==> config.mk <==
export PLATFORM = sky130hd
export DESIGN_NAME = psd_strap_decoder
export DESIGN_NICKNAME = d
export VERILOG_FILES = /design/src/core/psd_pkg.sv /design/src/core/psd_strap_decoder.sv
export VERILOG_INCLUDE_DIRS = /design/src /design/src/core
export SDC_FILE = /design/constraint.sdc
export NUM_CORES = 1
export LEC_CHECK = 0
export BUFFER_PORTS_ARGS = -buffer_cell sky130_fd_sc_hd__buf_4
export CORE_ASPECT_RATIO = 1.25
export CORE_UTILIZATION = 59
export DETAILED_ROUTE_END_ITERATION = 7
export GPL_TIMING_DRIVEN = 0
export PLACE_DENSITY = 0.87
export SLEW_MARGIN = 30
export SYNTH_ARGS = -nofsm -noshare
export SYNTH_HDL_FRONTEND = slang
export SYNTH_SLANG_ARGS = --single-unit
==> constraint.sdc <==
create_clock -name core_clk_in -period 5.4 [get_ports core_clk_in]
set_input_delay 0.81 -clock core_clk_in [delete_from_list [all_inputs] [get_ports core_clk_in]]
set_output_delay 0.81 -clock core_clk_in [all_outputs]
set_load 0.01 [all_outputs]
==> src/core/psd_strap_map.svh <==
`ifndef PSD_STRAP_MAP_SVH
`define PSD_STRAP_MAP_SVH
// ==========================================================
// Strap count and level codes
`define PSD_NUM_STRAPS      7
`define PSD_CODE_IO_SUPPLY  3'h7
`define PSD_CODE_LINK_TEN   3'h6
`define PSD_CODE_LINK_HUND  3'h5
`define PSD_CODE_LINK_GIG   3'h4
`define PSD_CODE_STATE_A    3'h3
`define PSD_CODE_RX_ACT     3'h2
`define PSD_CODE_TX_ACT     3'h1
`define PSD_CODE_GROUND     3'h0
// ==========================================================
// Decoded setting codes
`define PSD_AUTONEG_ALL     3'h7
`define PSD_XOVER_OFF       3'h0
`define PSD_SLEEP_CODE      3'h5
`define PSD_ENERGY_CODE     3'h2
`define PSD_HWCFG_RGMII_CU  4'hB
// ==========================================================
// Field positions
`define PSD_PAUSE_BIT       2
`define PSD_HWCFG_TOP_BIT   1
// ==========================================================
// Timing
`define PSD_CLK_PERIOD_NS   10
`define PSD_SETTLE_NS       100
`define PSD_SETTLE_CYCLES   ((`PSD_SETTLE_NS + `PSD_CLK_PERIOD_NS - 1) / `PSD_CLK_PERIOD_NS)
`define PSD_LAST_PHASE      2'h2
`endif

==> src/core/psd_pkg.sv <==
`default_nettype none
package psd_pkg;
  typedef enum logic [1:0] {
    PSD_ST_HOLD = 2'b00,
    PSD_ST_SCAN = 2'b01,
    PSD_ST_RUN  = 2'b10
  } psd_state_e;
  typedef logic [2:0] psd_code_t;
endpackage : psd_pkg
`default_nettype wire

==> src/core/psd_strap_decoder.sv <==
// Contract
// - Seven strap inputs each decode into a three-bit code.
// - Code by tie: supply 111, LED outputs 110 down to 001, ground 000.
// - Strap zero code gives management address bits two to zero.
// - Strap one gives pause enable and management address bits four and three.
// - Strap two at 111 enables auto-negotiation advertising all capabilities.
// - Strap three at 000 disables crossover and the 125 MHz clock output.
// - Strap five at 101 disables fibre/copper autoselect and enables sleep.
// - Strap six at 010 enables energy detect and supplies config mode top bit.
// - Config mode is strap six bit over strap four; 1011 selects RGMII copper.
`include "psd_strap_map.svh"
`default_nettype none
module psd_strap_decoder
  import psd_pkg::*;
(
  input  wire logic                        core_clk_in,
  input  wire logic                        reset_in,
  input  wire logic                        phy_hw_reset_n_in,
  input  wire logic [`PSD_NUM_STRAPS-1:0]  strap_level_in,
  input  wire logic                        link_ten_in,
  input  wire logic                        link_hundred_in,
  input  wire logic                        link_gigabit_in,
  input  wire logic                        state_a_in,
  input  wire logic                        receive_activity_in,
  input  wire logic                        transmit_activity_in,
  output logic                             led_link_ten_out,
  output logic                             led_link_hundred_out,
  output logic                             led_link_gigabit_out,
  output logic                             state_a_out,
  output logic                             led_receive_activity_out,
  output logic                             led_transmit_activity_out,
  output logic                             config_valid_out,
  output logic [4:0]                       mgmt_addr_out,
  output logic                             pause_en_out,
  output logic                             autoneg_en_out,
  output logic                             advertise_all_out,
  output logic [2:0]                       autoneg_pref_out,
  output logic                             crossover_en_out,
  output logic                             clock_out_125_en_out,
  output logic                             fibre_autosel_en_out,
  output logic                             sleep_en_out,
  output logic                             energy_detect_en_out,
  output logic [3:0]                       hw_config_select_out,
  output logic                             rgmii_copper_out
);
  localparam logic [7:0] SETTLE = 8'(`PSD_SETTLE_CYCLES);

  // ==========================================================
  // Own codes of the LED pins, shown one bit per scan phase
  localparam logic [2:0] TEN_CODE   = `PSD_CODE_LINK_TEN;
  localparam logic [2:0] HUND_CODE  = `PSD_CODE_LINK_HUND;
  localparam logic [2:0] GIG_CODE   = `PSD_CODE_LINK_GIG;
  localparam logic [2:0] STATE_CODE = `PSD_CODE_STATE_A;
  localparam logic [2:0] RX_CODE    = `PSD_CODE_RX_ACT;
  localparam logic [2:0] TX_CODE    = `PSD_CODE_TX_ACT;

  psd_state_e state_q;
  logic [1:0] phase_q;
  logic [7:0] settle_q;
  psd_code_t  code_q [`PSD_NUM_STRAPS];
  logic       hw_n_q;
  logic [4:0] mgmt_addr_d;
  logic       pause_en_d;
  logic       autoneg_en_d;
  logic       advertise_all_d;
  logic [2:0] autoneg_pref_d;
  logic       crossover_en_d;
  logic       clock_out_125_en_d;
  logic       fibre_autosel_en_d;
  logic       sleep_en_d;
  logic       energy_detect_en_d;
  logic [3:0] hw_config_select_d;
  logic       rgmii_copper_d;

  // ==========================================================
  // Sequencer: hold in reset, scan three phases, then run
  always_ff @(posedge core_clk_in)
  begin
    if (reset_in)
    begin
      state_q  <= PSD_ST_HOLD;
      phase_q  <= 2'h0;
      settle_q <= 8'h00;
      hw_n_q   <= 1'b0;
    end
    else
    begin
      hw_n_q <= phy_hw_reset_n_in;
      if (!phy_hw_reset_n_in)
      begin
        state_q  <= PSD_ST_HOLD;
        phase_q  <= 2'h0;
        settle_q <= 8'h00;
      end
      else
      begin
        unique case (state_q)
          PSD_ST_HOLD:
          begin
            if (!hw_n_q)
              state_q <= PSD_ST_SCAN;
          end
          PSD_ST_SCAN:
          begin
            if (settle_q == SETTLE - 8'h01)
            begin
              settle_q <= 8'h00;
              if (phase_q == `PSD_LAST_PHASE)
                state_q <= PSD_ST_RUN;
              else
                phase_q <= phase_q + 2'h1;
            end
            else
              settle_q <= settle_q + 8'h01;
          end
          PSD_ST_RUN:
          begin
            state_q <= PSD_ST_RUN;
          end
          default:
          begin
            state_q <= PSD_ST_HOLD;
          end
        endcase
      end
    end
  end

  // ==========================================================
  // Code capture: one bit per phase at the end of settling
  always_ff @(posedge core_clk_in)
  begin
    if (reset_in)
    begin
      for (int i = 0; i < `PSD_NUM_STRAPS; i++)
        code_q[i] <= 3'h0;
    end
    else if (state_q == PSD_ST_SCAN && settle_q == SETTLE - 8'h01)
    begin
      for (int i = 0; i < `PSD_NUM_STRAPS; i++)
        code_q[i][phase_q] <= strap_level_in[i];
    end
  end

  // ==========================================================
  // LED pins: code bit pattern while not running, status after
  always_ff @(posedge core_clk_in)
  begin
    if (reset_in)
    begin
      led_link_ten_out          <= 1'b0;
      led_link_hundred_out      <= 1'b0;
      led_link_gigabit_out      <= 1'b0;
      state_a_out               <= 1'b0;
      led_receive_activity_out  <= 1'b0;
      led_transmit_activity_out <= 1'b0;
    end
    else if (state_q == PSD_ST_RUN && phy_hw_reset_n_in)
    begin
      led_link_ten_out          <= link_ten_in;
      led_link_hundred_out      <= link_hundred_in;
      led_link_gigabit_out      <= link_gigabit_in;
      state_a_out               <= state_a_in;
      led_receive_activity_out  <= receive_activity_in;
      led_transmit_activity_out <= transmit_activity_in;
    end
    else
    begin
      led_link_ten_out          <= TEN_CODE[phase_q];
      led_link_hundred_out      <= HUND_CODE[phase_q];
      led_link_gigabit_out      <= GIG_CODE[phase_q];
      state_a_out               <= STATE_CODE[phase_q];
      led_receive_activity_out  <= RX_CODE[phase_q];
      led_transmit_activity_out <= TX_CODE[phase_q];
    end
  end

  // ==========================================================
  // Decoded defaults from the latched codes
  always_comb
  begin
    mgmt_addr_d        = {code_q[1][1:0], code_q[0]};
    pause_en_d         = code_q[1][`PSD_PAUSE_BIT];
    autoneg_en_d       = code_q[2] == `PSD_AUTONEG_ALL;
    advertise_all_d    = code_q[2] == `PSD_AUTONEG_ALL;
    autoneg_pref_d     = code_q[2];
    crossover_en_d     = code_q[3] != `PSD_XOVER_OFF;
    clock_out_125_en_d = code_q[3] != `PSD_XOVER_OFF;
    fibre_autosel_en_d = code_q[5] != `PSD_SLEEP_CODE;
    sleep_en_d         = code_q[5] == `PSD_SLEEP_CODE;
    energy_detect_en_d = code_q[6] == `PSD_ENERGY_CODE;
    hw_config_select_d = {code_q[6][`PSD_HWCFG_TOP_BIT], code_q[4]};
    rgmii_copper_d     = hw_config_select_d == `PSD_HWCFG_RGMII_CU;
  end

  // ==========================================================
  // Decoded defaults, loaded once when the scan completes
  always_ff @(posedge core_clk_in)
  begin
    if (reset_in || !phy_hw_reset_n_in)
    begin
      config_valid_out     <= 1'b0;
      mgmt_addr_out        <= 5'h00;
      pause_en_out         <= 1'b0;
      autoneg_en_out       <= 1'b0;
      advertise_all_out    <= 1'b0;
      autoneg_pref_out     <= 3'h0;
      crossover_en_out     <= 1'b0;
      clock_out_125_en_out <= 1'b0;
      fibre_autosel_en_out <= 1'b0;
      sleep_en_out         <= 1'b0;
      energy_detect_en_out <= 1'b0;
      hw_config_select_out <= 4'h0;
      rgmii_copper_out     <= 1'b0;
    end
    else if (state_q == PSD_ST_RUN && !config_valid_out)
    begin
      config_valid_out     <= 1'b1;
      mgmt_addr_out        <= mgmt_addr_d;
      pause_en_out         <= pause_en_d;
      autoneg_en_out       <= autoneg_en_d;
      advertise_all_out    <= advertise_all_d;
      autoneg_pref_out     <= autoneg_pref_d;
      crossover_en_out     <= crossover_en_d;
      clock_out_125_en_out <= clock_out_125_en_d;
      fibre_autosel_en_out <= fibre_autosel_en_d;
      sleep_en_out         <= sleep_en_d;
      energy_detect_en_out <= energy_detect_en_d;
      hw_config_select_out <= hw_config_select_d;
      rgmii_copper_out     <= rgmii_copper_d;
    end
  end
endmodule : psd_strap_decoder
`default_nettype wire

==> reports/metrics.cfg <==
[logic_synthesis]
yosys.area.top_type=dfxtp_1
synth_area_leaders=dfxtp_1 (31%), edfxtp_1 (25%), nand2_1 (6.4%), a21oi_1 (5.3%), and2_1 (4.7%)
syn_area_um2=2532
synth_edf_count=21
yosysWarnings=0
synth-xor-area-share_pct=1.038
ys_seq_area_share_pct=55.73
synth_flop_cell=dfxtp_1
avgSynthCellArea_um2=9.931
synthAdderAreaFrac_pct=4.447
ys_seq_elements=60
synth_top_area_share_pct=30.83
async_reset_ff_share_pct=0
synth_top_family_by_area=simple AND/OR/NAND/NOR gates
syn_nets=280
netlist_instances=255
synthMuxAreaShare_pct=0.3953
synth-simple-area-share_pct=24.06
yosysUniqueCellTypes=38
synth_compound_area_share_pct=10.42

[floorplan]
start_util_pct=61.78
coreArea_um2=4099
fp.dieH_um=75.25
ios=44
die-area_um2=4560
die_w_um=60.60
row_count=26

[setup_path]
path_class=register to register
timing.rr.end=code_q[1][3]$_SDFFCE_PN0P_
worst_r2r_path_depth=5
r2r_setup_slack_ps=2880
required_ps=5430
worst_setup_path_start_kind=register
cp_data_arrival_time_ps=2550
worstPathMaxFanout=9
endpoint_kind=register
r2r-start=settle_q[0]$_SDFFE_PP0N_

[route]
firstDrtPassIters=4
drc=0
wl_per_cell_um=13.81
drt_iter0_drc=156
vias=1996
viasPerCell=5.409
antenna_left=0
finalWirelength_um=5097

[finish]
drive_gt1_share_pct=20.77
n_antenna_cell=0
postLayoutCoreUtil_pct=75.67
area_growth_pct=22.48
nets=333
nFillCells=306
seq_area_um2=1411
multi_input_area_um2=1022
fin_cells=369

[power]
ir_drop_uv=214.4
p_comb_share_pct=5.6
powerDensity_nw_per_um2=295.5
leakage_uw=0.001158
p_seq_share_pct=52.8
switching_share_pct=22.57
internal_power_uw=709.6
pwr-share-clk_pct=41.6
switchingPower_uw=206.9

[timing]
setup_tns_ps=0
hold_ws_ps=455.5
period_share_pct=46.66
tightest_slew_ps=745.8
max_freq_mhz=396.9
maxSlewHeadroom_pct=49.85
maxSlewViolCount=0
rsz0062_at_grt=false
skew_ps=5.405
report.final.hold_viol_count=0
setup_viol=0
fin_crit_ps=2520

[worst_hold_path]
min_to=rgmii_copper_out$_SDFFE_PP0P_
hold_depth=2
min_from=rgmii_copper_out$_SDFFE_PP0P_
hold_class=register to register

[placed_design]
port_buffers=42
dp_cells=353
dp_hpwl_um=3680
place.gp.congestion=0.7919

[global_routing]
grtUsageTotal_pct=25.24
antenna_found_initial=0
grt_pass1_vias=1859
grt_first_pass_wirelength_um=8204
overflow=0
grt_start_max_net_pins=11

[clock_tree]
cts_max_level=3
path_clk_slew_ps=70
clock_latency_ps=340
holdBufCountCts=0
cts_root_buf=clkbuf_8
post-cts-setup-buffer-count=0
cts-buffers-inserted=9
cts_tree=built
ctsLongestPathBuffers=2
cts_resized=0
clock-sinks=60

[flow_run]
maxCapViolCount=0

[outcome]
status=finished, final reports clean

-- how the worst max path moves through the flow --
| stage | start | end | slack [ps] | cells past startpoint |
|---|---|---|---|---|
| floorplan | settle_q[0]$_SDFFE_PP0N_ | code_q[0][0]$_SDFFCE_PN0P_ | 3330 | 5 |
| global placement | settle_q[0]$_SDFFE_PP0N_ | code_q[0][0]$_SDFFCE_PN0P_ | 2920 | 5 |
| detailed placement | settle_q[0]$_SDFFE_PP0N_ | code_q[0][0]$_SDFFCE_PN0P_ | 2900 | 5 |
| CTS | settle_q[0]$_SDFFE_PP0N_ | code_q[1][3]$_SDFFCE_PN0P_ | 2870 | 5 |
| global route | settle_q[0]$_SDFFE_PP0N_ | code_q[1][3]$_SDFFCE_PN0P_ | 2710 | 5 |
| finish | settle_q[0]$_SDFFE_PP0N_ | code_q[1][3]$_SDFFCE_PN0P_ | 2880 | 5 |
-- per-stage QoR --
step	power (uW)	setup slack, ps	area, um2
floorplan	521.6	3329	2532
global placement	543.0	2919	2918
detailed placement	545.1	2898	2918
CTS	921.0	2874	3102
global route	946.9	2708	3102
finish	916.5	2880	3102
-- cell usage in the layout (no fill, tap or decap), types with 2 or more instances in the layout --
| cell type | n |
|---|---|
| buf_4 | 44 |
| nand2_1 | 43 |
| dfxtp_1 | 39 |
| a21oi_1 | 27 |
| edfxtp_1 | 21 |
| and2_1 | 19 |
| clkbuf_1 | 13 |
| inv_1 | 10 |
| nor2_1 | 9 |
| ha_1 | 9 |
| clkbuf_8 | 9 |
| nand3_1 | 8 |
| nand4_1 | 6 |
| o21ai_0 | 5 |
| nand2b_1 | 4 |
| nor4_2 | 3 |
| or2_2 | 3 |
| nor2b_1 | 3 |
| nor3_1 | 3 |
| or3_1 | 3 |
| xor2_1 | 3 |
| clkinv_2 | 3 |
| nor4bb_1 | 2 |
| a22oi_1 | 2 |
| o2111ai_1 | 2 |
| o211ai_1 | 2 |
| o31ai_1 | 2 |
| a211o_1 | 2 |
-- state kept, by name (all words and copies together), names as in the netlist, 2 cells and up --
register              cells
autoneg_pref_out          3
code_q                   21
hw_config_select_out      4
settle_q                  8
phase_q                   2
mgmt_addr_out             5
state_q                   2
-- layout make-up --
class	count	share of cell area, %
inverter	10	1.210
timing repair buffer	42	10.17
sequential	60	45.50
clock buffer	11	4.236
clock inverter	5	1.694
buffer	14	1.977
tap	56	2.259
multi-input combinational	171	32.96
-- synth_stat cells, types with 2 or more instances --
| cell | number |
|---|---|
| nor3_1 | 3 |
| nor4bb_1 | 2 |
| a211o_1 | 2 |
| edfxtp_1 | 21 |
| nor2_1 | 9 |
| nand4_1 | 6 |
| nand2_1 | 43 |
| a21oi_1 | 27 |
| a22oi_1 | 2 |
| clkbuf_1 | 11 |
| dfxtp_1 | 39 |
| or2_2 | 3 |
| o211ai_1 | 2 |
| o21ai_0 | 5 |
| nor2b_1 | 3 |
| nand3_1 | 8 |
| buf_4 | 2 |
| or3_1 | 3 |
| o31ai_1 | 2 |
| nor4_2 | 3 |
| xor2_1 | 3 |
| o2111ai_1 | 2 |
| ha_1 | 9 |
| nand2b_1 | 4 |
| inv_1 | 10 |
| and2_1 | 19 |
-- logic make-up (layout without fill, tap and decap cells) --
kind of cell               count (synthesis)  in the layout
DFF                                       60             60
AOI/OAI and AO/OA                         45             45
buffers and inverters                     24             82
and+or+nand+nor                          113            113
muxes                                      1              1
adders and majority gates                  9              9
xor gates and xnor gates                   3              3
-- power groups by stage --
stage               clock (uW)  sequential (uW)  combinational, uW
global route               404              485               57.5
global placement             0              493               49.9
finish                     381              484               51.6
detailed placement           0              494               51.5
floorplan                    0              493               28.4
CTS                        385              484               51.8
-- critical path, cell delays in order, from the launching register on --
cell,delay (ps)
dfxtp_1,450
ha_1,190
or4b_1,430
buf_2,200
nor4_2,590
or2_2,350
-- per-layer routing --
metal | global-route usage (%) | up-vias | part of all wire [%]
li1 | - | 992 | -
met5 | 0 | - | 0
met2 | 44.69 | 61 | 54
met4 | 14.65 | 0 | 2.9
met1 | 26.78 | 929 | 38
met3 | 6.357 | 14 | 5.2
No activity file was read; power rests on OpenSTA's default activity.
